--- config.mk ---
export PLATFORM = sky130hd
export DESIGN_NAME = acrc_top
export DESIGN_NICKNAME = d
export VERILOG_FILES = /design/src/acrc_pkg.sv /design/src/acrc_top.sv
export SDC_FILE = /design/constraint.sdc
export NUM_CORES = 1
export LEC_CHECK = 0
export BUFFER_PORTS_ARGS = -buffer_cell sky130_fd_sc_hd__buf_2
export CAP_MARGIN = 20
export CORE_ASPECT_RATIO = 0.5
export CORE_MARGIN = 5
export CORE_UTILIZATION = 53
export CTS_BUF_LIST = sky130_fd_sc_hd__clkbuf_16
export DETAILED_ROUTE_END_ITERATION = 8
export PLACE_DENSITY = 0.75
export SLEW_MARGIN = 10
export SYNTH_ARGS = -nofsm -noshare
export SYNTH_HDL_FRONTEND = slang
export SYNTH_SLANG_ARGS = --single-unit
--- constraint.sdc ---
create_clock -name pclk -period 7.15 [get_ports pclk]
set_input_delay 1.43 -clock pclk [delete_from_list [all_inputs] [get_ports pclk]]
set_output_delay 1.43 -clock pclk [all_outputs]
set_load 0.01 [all_outputs]
--- src/acrc_pkg.sv ---
// Package for the converter clock and rate control block.
// Assumes a 10 MHz APB clock and a 12-bit byte address on the bus.
package acrc_pkg;

	// Bus clock, in hertz
	localparam longint unsigned PCLK_HZ = 64'd10_000_000;
	// Internal oscillator figures, in hertz (2.4576MHz and 2.048MHz)
	localparam longint unsigned OSC_HI_HZ = 64'd2_457_600;
	localparam longint unsigned OSC_LO_HZ = 64'd2_048_000;
	// Phase accumulator width and its per-pclk increments
	localparam int unsigned NCO_W = 24;
	localparam logic [23:0] NCO_INC_HI = 24'((OSC_HI_HZ * (64'd1 << NCO_W)) / PCLK_HZ);
	localparam logic [23:0] NCO_INC_LO = 24'((OSC_LO_HZ * (64'd1 << NCO_W)) / PCLK_HZ);
	// Input sampling is the system clock divided by ten
	localparam logic [3:0] SAMPLE_DIV_LAST = 4'h9;

	// Samples per conversion, continuous mode, codes 100..111
	localparam logic [17:0] CONT_SAMPLES_4 = 18'h01000;
	localparam logic [17:0] CONT_SAMPLES_5 = 18'h00800;
	localparam logic [17:0] CONT_SAMPLES_6 = 18'h00400;
	localparam logic [17:0] CONT_SAMPLES_7 = 18'h00200;
	// Samples per conversion, single-cycle mode, codes 000..111
	localparam logic [17:0] SCYC_SAMPLES_0 = 18'h3c000;
	localparam logic [17:0] SCYC_SAMPLES_1 = 18'h18000;
	localparam logic [17:0] SCYC_SAMPLES_2 = 18'h0c000;
	localparam logic [17:0] SCYC_SAMPLES_3 = 18'h06000;
	localparam logic [17:0] SCYC_SAMPLES_4 = 18'h04000;
	localparam logic [17:0] SCYC_SAMPLES_5 = 18'h02000;
	localparam logic [17:0] SCYC_SAMPLES_6 = 18'h01000;
	localparam logic [17:0] SCYC_SAMPLES_7 = 18'h00800;

	// Register byte offsets
	localparam logic [11:0] REG_CTRL   = 12'h000;
	localparam logic [11:0] REG_GPIO   = 12'h004;
	localparam logic [11:0] REG_DATA   = 12'h008;
	localparam logic [11:0] REG_STATUS = 12'h00c;
	localparam logic [11:0] REG_MASK   = 12'h010;
	localparam logic [11:0] REG_CONV   = 12'h014;

	// Configuration field positions (all but the rate same in the serial byte)
	localparam int unsigned CTRL_EXT_BIT  = 0;
	localparam int unsigned CTRL_LINE_BIT = 1;
	localparam int unsigned CTRL_BUF_BIT  = 2;
	localparam int unsigned CTRL_UNI_BIT  = 3;
	localparam int unsigned CTRL_SCYC_BIT = 4;
	localparam int unsigned CTRL_RATE_LSB = 8;
	// Reset values
	localparam logic [4:0] CTRL_RESET = 5'h00;
	localparam logic [2:0] RATE_RESET = 3'h4;
	localparam logic [3:0] GPIO_OE_N_RESET = 4'hf;

	// Status bits
	localparam int unsigned ST_DONE_BIT    = 0;
	localparam int unsigned ST_FRAME_BIT   = 1;
	localparam int unsigned ST_OVERRUN_BIT = 2;

	// Serial command byte fields
	localparam int unsigned CMD_CONV_BIT = 7;
	localparam logic [1:0]  CMD_READ     = 2'h3;
	localparam int unsigned CMD_GPIO_BIT = 6;
	// Last bit index of each serial phase
	localparam logic [4:0] SER_BYTE_LAST = 5'h07;
	localparam logic [4:0] SER_READ_LAST = 5'h17;

	// Serial engine states, Gray coded in the order command, write, read, done
	typedef enum logic [1:0] {
		ACRC_SER_CMD   = 2'b00,
		ACRC_SER_WRITE = 2'b01,
		ACRC_SER_READ  = 2'b11,
		ACRC_SER_DONE  = 2'b10
	} acrc_ser_state_t;

endpackage

--- src/acrc_top.sv ---
// Converter clock and rate control: APB registers, serial pins,
// clock source, sampling divider and conversion timing.
// Assumes pins arrive asynchronously to pclk and conv_data is pclk-synchronous.
//
// Functional notes
// - Sample serial input on serial clock rise
// - Change data-out only on serial clock fall
// - Data-out low signals result ready
// - External clock setting runs from clock pin
// - Other clock rates scale timing proportionally
// - Line setting picks 2.4576 or 2.048 MHz
// - System clock divided down for timing
// - Sampling runs at system clock over ten
// - Buffer bit enables analog input buffer
// - Polarity bit picks bipolar or unipolar
// - Continuous codes 100-111 give four rates
// - Single-cycle rates at line setting zero
// - Single-cycle rates at line setting one
// - Four general pins under serial control
// - 2.4576 MHz places sixty hertz rejection
// - Mode bit: zero continuous, one single-cycle
// - 2.048 MHz places fifty hertz rejection
`timescale 1ns/100ps

module acrc_top (
	input  wire logic        pclk,
	input  wire logic        presetn,
	input  wire logic [11:0] paddr,
	input  wire logic        psel,
	input  wire logic        penable,
	input  wire logic        pwrite,
	input  wire logic [31:0] pwdata,
	output logic      [31:0] prdata,
	output logic             pready,
	output logic             pslverr,
	input  wire logic        cs_n,
	input  wire logic        sclk,
	input  wire logic        din,
	output logic             dout,
	output logic             dout_oe_n,
	input  wire logic        ext_clk,
	input  wire logic        general_pin_one_in,
	input  wire logic        general_pin_two_in,
	input  wire logic        general_pin_three_in,
	input  wire logic        general_pin_four_in,
	output logic             general_pin_one_out,
	output logic             general_pin_two_out,
	output logic             general_pin_three_out,
	output logic             general_pin_four_out,
	output logic             general_pin_one_oe_n,
	output logic             general_pin_two_oe_n,
	output logic             general_pin_three_oe_n,
	output logic             general_pin_four_oe_n,
	input  wire logic [23:0] conv_data,
	output logic             sample_strobe,
	output logic             external_clock_select,
	output logic             line_frequency_select,
	output logic             signal_buffer_enable,
	output logic             unipolar_select,
	output logic             single_cycle_select,
	output logic             irq
);

	// Whole state of the block
	typedef struct packed {
		logic [2:0]                cs_s;       // Chip select sync, [2] is history
		logic [2:0]                sclk_s;     // Serial clock sync, [2] is history
		logic [1:0]                din_s;      // Serial data sync
		logic [2:0]                ext_s;      // External clock sync, [2] is history
		logic [3:0]                gin_a;      // Pin input, first stage
		logic [3:0]                gin_b;      // Pin input, second stage
		logic [31:0]               prdata;     // Read data
		logic                      pready;     // Access done
		logic                      pslverr;    // Unmapped address
		logic [4:0]                ctrl;       // Clock and analog configuration
		logic [2:0]                rate;       // Rate code
		logic [3:0]                gout;       // Pin output values
		logic [3:0]                goe_n;      // Pin drive enables, low drives
		logic [2:0]                status;     // Sticky events
		logic [2:0]                mask;       // Interrupt enables
		logic                      irq;        // Interrupt level
		acrc_pkg::acrc_ser_state_t ser_state;  // Serial phase
		logic [4:0]                bit_cnt;    // Bits taken in this phase
		logic [7:0]                sin;        // Serial input shifter
		logic [23:0]               sout;       // Serial output shifter
		logic                      wr_gpio;    // Serial write target
		logic                      dout;       // Data-out pin level
		logic                      dout_oe_n;  // Data-out drive enable
		logic [23:0]               phase;      // Oscillator accumulator
		logic [3:0]                div;        // Sampling divider
		logic                      strobe;     // Sample pulse
		logic                      run;        // Conversion in progress
		logic [17:0]               samples;    // Samples in this conversion
		logic [23:0]               result;     // Last result
		logic                      ready;      // Result not yet read
	} acrc_state_t;

	acrc_state_t q;      // Registered state
	acrc_state_t next_q; // Next state

	// Samples per conversion for a mode and rate code
	function automatic logic [17:0] conv_samples(input logic scyc, input logic [2:0] code);
		logic [17:0] n;
		n = acrc_pkg::CONT_SAMPLES_4;
		if (scyc) begin
			case (code)
				3'h0:    n = acrc_pkg::SCYC_SAMPLES_0;
				3'h1:    n = acrc_pkg::SCYC_SAMPLES_1;
				3'h2:    n = acrc_pkg::SCYC_SAMPLES_2;
				3'h3:    n = acrc_pkg::SCYC_SAMPLES_3;
				3'h4:    n = acrc_pkg::SCYC_SAMPLES_4;
				3'h5:    n = acrc_pkg::SCYC_SAMPLES_5;
				3'h6:    n = acrc_pkg::SCYC_SAMPLES_6;
				default: n = acrc_pkg::SCYC_SAMPLES_7;
			endcase
		end else begin
			// Undefined low codes fall back to the slowest defined rate
			case (code)
				3'h5:    n = acrc_pkg::CONT_SAMPLES_5;
				3'h6:    n = acrc_pkg::CONT_SAMPLES_6;
				3'h7:    n = acrc_pkg::CONT_SAMPLES_7;
				default: n = acrc_pkg::CONT_SAMPLES_4;
			endcase
		end
		return n;
	endfunction

	// Status set bits
	logic [2:0]  st_set;
	// Status clear bits from a one written
	logic [2:0]  st_clr;
	// Edge and select decodes
	logic        sel;
	logic        frame_end;
	logic        sclk_rise;
	logic        sclk_fall;
	logic        sys_tick;
	logic        sample_tick;
	logic        start;
	logic [2:0]  start_rate;
	logic [7:0]  rx_byte;
	logic [24:0] nco_sum;
	logic        access;

	// Next-state logic for every register of the block
	always_comb begin
		next_q = q;
		st_set = 3'h0;
		st_clr = 3'h0;
		start = 1'b0;
		start_rate = q.rate;
		rx_byte = {q.sin[6:0], q.din_s[1]};
		nco_sum = 25'h0;

		// Two-flop synchronisers; only stage two and history are read
		next_q.cs_s = {q.cs_s[1], q.cs_s[0], cs_n};
		next_q.sclk_s = {q.sclk_s[1], q.sclk_s[0], sclk};
		next_q.din_s = {q.din_s[0], din};
		next_q.ext_s = {q.ext_s[1], q.ext_s[0], ext_clk};
		next_q.gin_a = {general_pin_four_in, general_pin_three_in,
			general_pin_two_in, general_pin_one_in};
		next_q.gin_b = q.gin_a;

		sel = ~q.cs_s[1];
		frame_end = q.cs_s[1] & ~q.cs_s[2];
		sclk_rise = q.sclk_s[1] & ~q.sclk_s[2];
		sclk_fall = ~q.sclk_s[1] & q.sclk_s[2];

		// APB access: answer one cycle into the access phase
		access = psel & penable & ~q.pready;
		next_q.pready = access;
		next_q.pslverr = 1'b0;
		if (access) begin
			if (pwrite) begin
				case (paddr)
					acrc_pkg::REG_CTRL: begin
						next_q.ctrl = pwdata[4:0];
						next_q.rate = pwdata[acrc_pkg::CTRL_RATE_LSB +: 3];
					end
					acrc_pkg::REG_GPIO: begin
						next_q.gout = pwdata[3:0];
						next_q.goe_n = ~pwdata[7:4];
					end
					acrc_pkg::REG_STATUS: begin
						st_clr = pwdata[2:0];
					end
					acrc_pkg::REG_MASK: begin
						next_q.mask = pwdata[2:0];
					end
					acrc_pkg::REG_CONV: begin
						start = pwdata[0];
					end
					acrc_pkg::REG_DATA: begin
						// Read-only, write ignored
					end
					default: begin
						next_q.pslverr = 1'b1;
					end
				endcase
			end else begin
				case (paddr)
					acrc_pkg::REG_CTRL: begin
						next_q.prdata = {21'h0, q.rate, 3'h0, q.ctrl};
					end
					acrc_pkg::REG_GPIO: begin
						next_q.prdata = {20'h0, q.gin_b, ~q.goe_n, q.gout};
					end
					acrc_pkg::REG_DATA: begin
						// Reading the result consumes it
						next_q.prdata = {8'h0, q.result};
						next_q.ready = 1'b0;
					end
					acrc_pkg::REG_STATUS: begin
						next_q.prdata = {29'h0, q.status};
					end
					acrc_pkg::REG_MASK: begin
						next_q.prdata = {29'h0, q.mask};
					end
					acrc_pkg::REG_CONV: begin
						next_q.prdata = {30'h0, q.ready, q.run};
					end
					default: begin
						next_q.prdata = 32'h0;
						next_q.pslverr = 1'b1;
					end
				endcase
			end
		end

		// Serial engine; all of it idles while chip select is high
		next_q.dout_oe_n = q.cs_s[1];
		if (!sel) begin
			next_q.ser_state = acrc_pkg::ACRC_SER_CMD;
			next_q.bit_cnt = 5'h0;
			if (frame_end) begin
				st_set[acrc_pkg::ST_FRAME_BIT] = 1'b1;
			end
		end else begin
			if (sclk_rise) begin
				next_q.sin = rx_byte;
				next_q.bit_cnt = 5'(q.bit_cnt + 5'h1);
				case (q.ser_state)
					acrc_pkg::ACRC_SER_CMD: begin
						if (q.bit_cnt == acrc_pkg::SER_BYTE_LAST) begin
							next_q.bit_cnt = 5'h0;
							if (rx_byte[acrc_pkg::CMD_CONV_BIT]) begin
								// Conversion command carries the rate code
								start = 1'b1;
								start_rate = rx_byte[2:0];
								next_q.ser_state = acrc_pkg::ACRC_SER_DONE;
							end else if (rx_byte[6:5] == acrc_pkg::CMD_READ) begin
								next_q.sout = q.result;
								next_q.ser_state = acrc_pkg::ACRC_SER_READ;
							end else begin
								next_q.wr_gpio = rx_byte[acrc_pkg::CMD_GPIO_BIT];
								next_q.ser_state = acrc_pkg::ACRC_SER_WRITE;
							end
						end
					end
					acrc_pkg::ACRC_SER_WRITE: begin
						if (q.bit_cnt == acrc_pkg::SER_BYTE_LAST) begin
							if (q.wr_gpio) begin
								next_q.gout = rx_byte[3:0];
								next_q.goe_n = ~rx_byte[7:4];
							end else begin
								next_q.ctrl = rx_byte[4:0];
							end
							next_q.ser_state = acrc_pkg::ACRC_SER_DONE;
						end
					end
					acrc_pkg::ACRC_SER_READ: begin
						if (q.bit_cnt == acrc_pkg::SER_READ_LAST) begin
							next_q.ready = 1'b0;
							next_q.ser_state = acrc_pkg::ACRC_SER_DONE;
						end
					end
					acrc_pkg::ACRC_SER_DONE: begin
						// Extra clocks ignored until deselect
						next_q.bit_cnt = q.bit_cnt;
					end
					default: begin
						next_q.ser_state = acrc_pkg::ACRC_SER_CMD;
					end
				endcase
			end
			// Output moves on the falling edge so the host samples on the rise
			if (sclk_fall) begin
				if (q.ser_state == acrc_pkg::ACRC_SER_READ) begin
					next_q.dout = q.sout[23];
					next_q.sout = {q.sout[22:0], 1'b0};
				end else begin
					next_q.dout = ~q.ready;
				end
			end
		end

		// System clock: oscillator model or the external pin
		nco_sum = {1'b0, q.phase} + {1'b0, q.ctrl[acrc_pkg::CTRL_LINE_BIT] ?
			acrc_pkg::NCO_INC_LO : acrc_pkg::NCO_INC_HI};
		next_q.phase = nco_sum[23:0];
		// An external frequency below half the pclk rate simply scales every later count
		if (q.ctrl[acrc_pkg::CTRL_EXT_BIT]) begin
			sys_tick = q.ext_s[1] & ~q.ext_s[2];
		end else begin
			sys_tick = nco_sum[24];
		end

		// Sampling divider, one sample per ten system clocks
		sample_tick = 1'b0;
		if (sys_tick) begin
			if (q.div == acrc_pkg::SAMPLE_DIV_LAST) begin
				next_q.div = 4'h0;
				sample_tick = 1'b1;
			end else begin
				next_q.div = 4'(q.div + 4'h1);
			end
		end
		next_q.strobe = sample_tick;

		// Conversion timing in sampling periods
		if (start) begin
			next_q.rate = start_rate;
			next_q.run = 1'b1;
			next_q.samples = 18'h0;
		end else if (q.run && sample_tick) begin
			if (q.samples == 18'(conv_samples(q.ctrl[acrc_pkg::CTRL_SCYC_BIT],
				q.rate) - 18'h1)) begin
				next_q.samples = 18'h0;
				next_q.result = conv_data;
				next_q.ready = 1'b1;
				st_set[acrc_pkg::ST_DONE_BIT] = 1'b1;
				st_set[acrc_pkg::ST_OVERRUN_BIT] = q.ready;
				// Single-cycle stops after one result
				if (q.ctrl[acrc_pkg::CTRL_SCYC_BIT]) begin
					next_q.run = 1'b0;
				end
			end else begin
				next_q.samples = 18'(q.samples + 18'h1);
			end
		end

		// Sticky status; a new event beats a clear in the same cycle
		next_q.status = (q.status & ~st_clr) | st_set;
		next_q.irq = |(next_q.status & next_q.mask);
	end

	// State register
	always_ff @(posedge pclk or negedge presetn) begin
		if (!presetn) begin
			q <= '0;
			q.cs_s <= 3'h7;
			q.sclk_s <= 3'h0;
			q.ctrl <= acrc_pkg::CTRL_RESET;
			q.rate <= acrc_pkg::RATE_RESET;
			q.goe_n <= acrc_pkg::GPIO_OE_N_RESET;
			q.ser_state <= acrc_pkg::ACRC_SER_CMD;
			q.dout <= 1'b1;
			q.dout_oe_n <= 1'b1;
		end else begin
			q <= next_q;
		end
	end

	// Outputs, each straight from a state flop
	assign prdata = q.prdata;
	assign pready = q.pready;
	assign pslverr = q.pslverr;
	assign dout = q.dout;
	assign dout_oe_n = q.dout_oe_n;
	assign general_pin_one_out = q.gout[0];
	assign general_pin_two_out = q.gout[1];
	assign general_pin_three_out = q.gout[2];
	assign general_pin_four_out = q.gout[3];
	assign general_pin_one_oe_n = q.goe_n[0];
	assign general_pin_two_oe_n = q.goe_n[1];
	assign general_pin_three_oe_n = q.goe_n[2];
	assign general_pin_four_oe_n = q.goe_n[3];
	assign sample_strobe = q.strobe;
	assign external_clock_select = q.ctrl[acrc_pkg::CTRL_EXT_BIT];
	assign line_frequency_select = q.ctrl[acrc_pkg::CTRL_LINE_BIT];
	assign signal_buffer_enable = q.ctrl[acrc_pkg::CTRL_BUF_BIT];
	assign unipolar_select = q.ctrl[acrc_pkg::CTRL_UNI_BIT];
	assign single_cycle_select = q.ctrl[acrc_pkg::CTRL_SCYC_BIT];
	assign irq = q.irq;

endmodule

==> flow_summary.toml <==
[status]
status = "finished, final reports clean"

[clocking]
insertion_delay_ps = 430
cts_resized = 0
hold_buffers = 0
cts_buffers = 17
cts_tree = "built"
path_clk_slew_ps = 80
clkSinkCount = 181
root_buffer = "clkbuf_16"
clock_path_buffers = 2
cts_max_level = 4
post_cts_buffers = 0

[timing]
rsz0062_at_grt = "false"
tightest_slew_ps = 1087
tns_ps = 0
slew-limit-headroom = 0.2754
setup_violations = 0
drv_slew = 0
skew_ps = 10.74
finalHoldViolCount = 0
period_minus_slack_ps = 3953
fmax_ghz = 0.2529
post-route-period-util = 0.5529

[critical_path]
rrSetupSlack_ps = 3200
worst_setup_path_start_kind = "flop"
path_delay_family = "simple AND/OR/NAND/NOR gates"
cp_data_required_time_ps = 7490
path_class = "flop to flop"
crit_path_top_delay_cell = "or4b_1"
crit_path_cell_trace = "nor2b_1 -> nand3_1 -> ha_1 -> and4b_1 -> or3_1 -> a2111oi_0 -> or4b_1 -> nor3_1 -> o32a_1"
crit_path_end_kind = "flop"
slowest_delay_ps = 840
rr_worst_depth = 9
cp.arrival_ps = 4290
r2r_start = "q[131]$_DFFE_PN0P_"
crit_buf_inv = 0
worstReg2RegEnd = "irq$_DFF_PN0_"
crit_start = "q[131]$_DFFE_PN0P_"
cp_max_fo = 20

[drt]
vias = 6634
viasPerCell = 5.784
remaining_drc_errors = 0
drt_wl_total_mm = 20.09
wl_per_cell_um = 17.51
drt-initial-drc-count = 414
route.antenna.remaining_nets = 0
dr.pass1.iters = 6

[floorplanning]
core_mm2 = 0.01664
rows = 33
die_h_um = 102.9
start_util = 0.5494
die_area_mm2 = 0.02013
dieWidth_um = 195.7
num_io_pins = 132

[synthesis]
synth_common_cells = "dfrtp_1, nand2_1, o21ai_0"
ys_warn_count = 0
synth_enable_flop_cells = 0
synthMuxAreaShare = 0.07542
syn_area_mm2 = 0.009141
synth_top_family_by_area = "compound AO/OA/AOI/OAI gates"
synth_top_area_frac = 0.4708
synth-compound-area-share = 0.1627
ys_types = 80
syn_avg_cell_area_um2 = 10.79
synth_area_leaders = "dfrtp_1, o22a_1, nand2_1"
synth_area_leader_cell = "dfrtp_1"
synth_xor_area_frac = 0.03066
yosysSeqAreaShare = 0.4967
synth-main-ff-cell = "dfrtp_1"
synth-seq-cells = 181
syn_inst = 847
synth_most_common_cell = "dfrtp_1"
synthAdderAreaFrac = 0.02163
synth-simple-area-share = 0.1529
async_flop_share = 1.000

[pwr]
swShare = 0.3002
cellPowerDensity_mw_per_mm2 = 264.4
leakage_nw = 4.626
peakVddDrop_mv = 0.1552
pwr-share-clk = 0.355
comb_power_share = 0.186
p_int_w = 0.001880
p_seq_frac = 0.459
p_sw_w = 0.0008063
total_power_w = 0.002686

[grt]
grt_max_degree = 72
grt_use_met2 = 0.3400
top_usage_layer = "met2"
track_usage = 0.2033
gr-usage-met1 = 0.2722
antenna_found_initial = 1
grt_remaining_overflow = 0
grt_pass1_vias = 6534
grt_pass1_wl_mm = 33.13
met3_usage = 0.04277

[finish]
num-nets-final = 1003
fin_util = 0.6105
drive_gt1_frac = 0.2174
area_growth_pct = 11.13
antennaDiodeCount = 0
fillers = 1347

[place]
gp_congestion = 0.8483
dp_hpwl_mm = 13.91
numPortBuffers = 102

[flow_run]
drv_cap = 0

[hold_path]
whs_endpoint = "q[172]$_DFF_PN0_"
hold_depth = 0
hold_class = "flop to flop"
hold_start = "next_q[172]$_DFF_PN0_"
-- routing by layer --
| layer | wire [um] | vias up |
|---|---|---|
| met5 | 13 | - |
| met4 | 296 | 2 |
| met3 | 778 | 29 |
| met2 | 9992 | 143 |
| met1 | 9004 | 3269 |
| li1 | - | 3191 |
-- layout make-up --
type | instances | area [um^2] | area share
sequential | 181 | 4541 | 0.4470
tap | 227 | 284.0 | 0.02796
clock inverter | 15 | 177.7 | 0.01749
timing repair buffer | 109 | 569.3 | 0.05604
multi-input combinational | 578 | 4086 | 0.4023
clock buffer | 17 | 425.4 | 0.04188
inverter | 20 | 75.07 | 0.007390
-- power groups by stage --
stage	Sequential, W	Combinational (W)	Clock (W)
6_report	0.00123	0.000499	0.000953
4_1_cts	0.00123	0.000502	0.000976
2_1_floorplan	0.00123	0.000390	0
3_5_place_dp	0.00125	0.000496	0
3_3_place_gp	0.00125	0.000479	0
5_1_grt	0.00125	0.000571	0.00102
-- state kept, by name, summed over array words and instances, names as in the netlist --
register	count
general_pin_four_out	1
general_pin_three_out	1
external_clock_select	1
irq	1
prdata	24
pready	1
dout	1
q	128
general_pin_one_oe_n	1
sample_strobe	1
next_q	11
general_pin_four_oe_n	1
pslverr	1
single_cycle_select	1
general_pin_three_oe_n	1
unipolar_select	1
general_pin_two_oe_n	1
line_frequency_select	1
general_pin_one_out	1
general_pin_two_out	1
signal_buffer_enable	1
-- cell usage in the layout (no fill, tap or decap), types with 13 or more instances in the layout --
cell type,instances
a21oi_1,28
inv_1,20
o21ai_0,51
nand2_1,80
mux2_4,17
o22a_1,46
a22o_1,19
xnor2_1,20
nor2_1,40
dfrtp_1,172
nand3_1,25
clkbuf_16,17
buf_2,101
mux2_2,13
ha_1,15
mux2i_1,22
and3_1,14
-- how the worst max path moves through the flow --
stage                                 end  slack [ps]  cells past startpoint
finish                      irq$_DFF_PN0_        3200                      9
floorplan                   irq$_DFF_PN0_        3430                      8
global route                irq$_DFF_PN0_        3080                     10
CTS                         irq$_DFF_PN0_        3300                     10
global placement            irq$_DFF_PN0_        3130                      7
detailed placement  prdata[5]$_DFFE_PN0P_        3140                      7
-- through the flow --
step	instances	hold slack, ps	area [um^2]	setup slack [ps]
3_3_place_gp	1115	335.5	9555	3134
4_1_cts	1147	354.6	10160	3297
2_1_floorplan	854	331.2	9168	3432
6_report	1147	351.9	10160	3197
5_1_grt	1147	359.1	10160	3078
3_5_place_dp	1115	337.0	9555	3137
-- cell families after synthesis --
| kind of cell | count (synthesis) |
|---|---|
| AOI/OAI and AO/OA | 210 |
| muxes | 55 |
| xor gates and xnor gates | 32 |
| buffers and inverters | 95 |
| DFF | 181 |
| other | 1 |
| and+or+nand+nor | 257 |
| adders and majority gates | 16 |
Note: power is estimated with default switching activity, not from simulation.
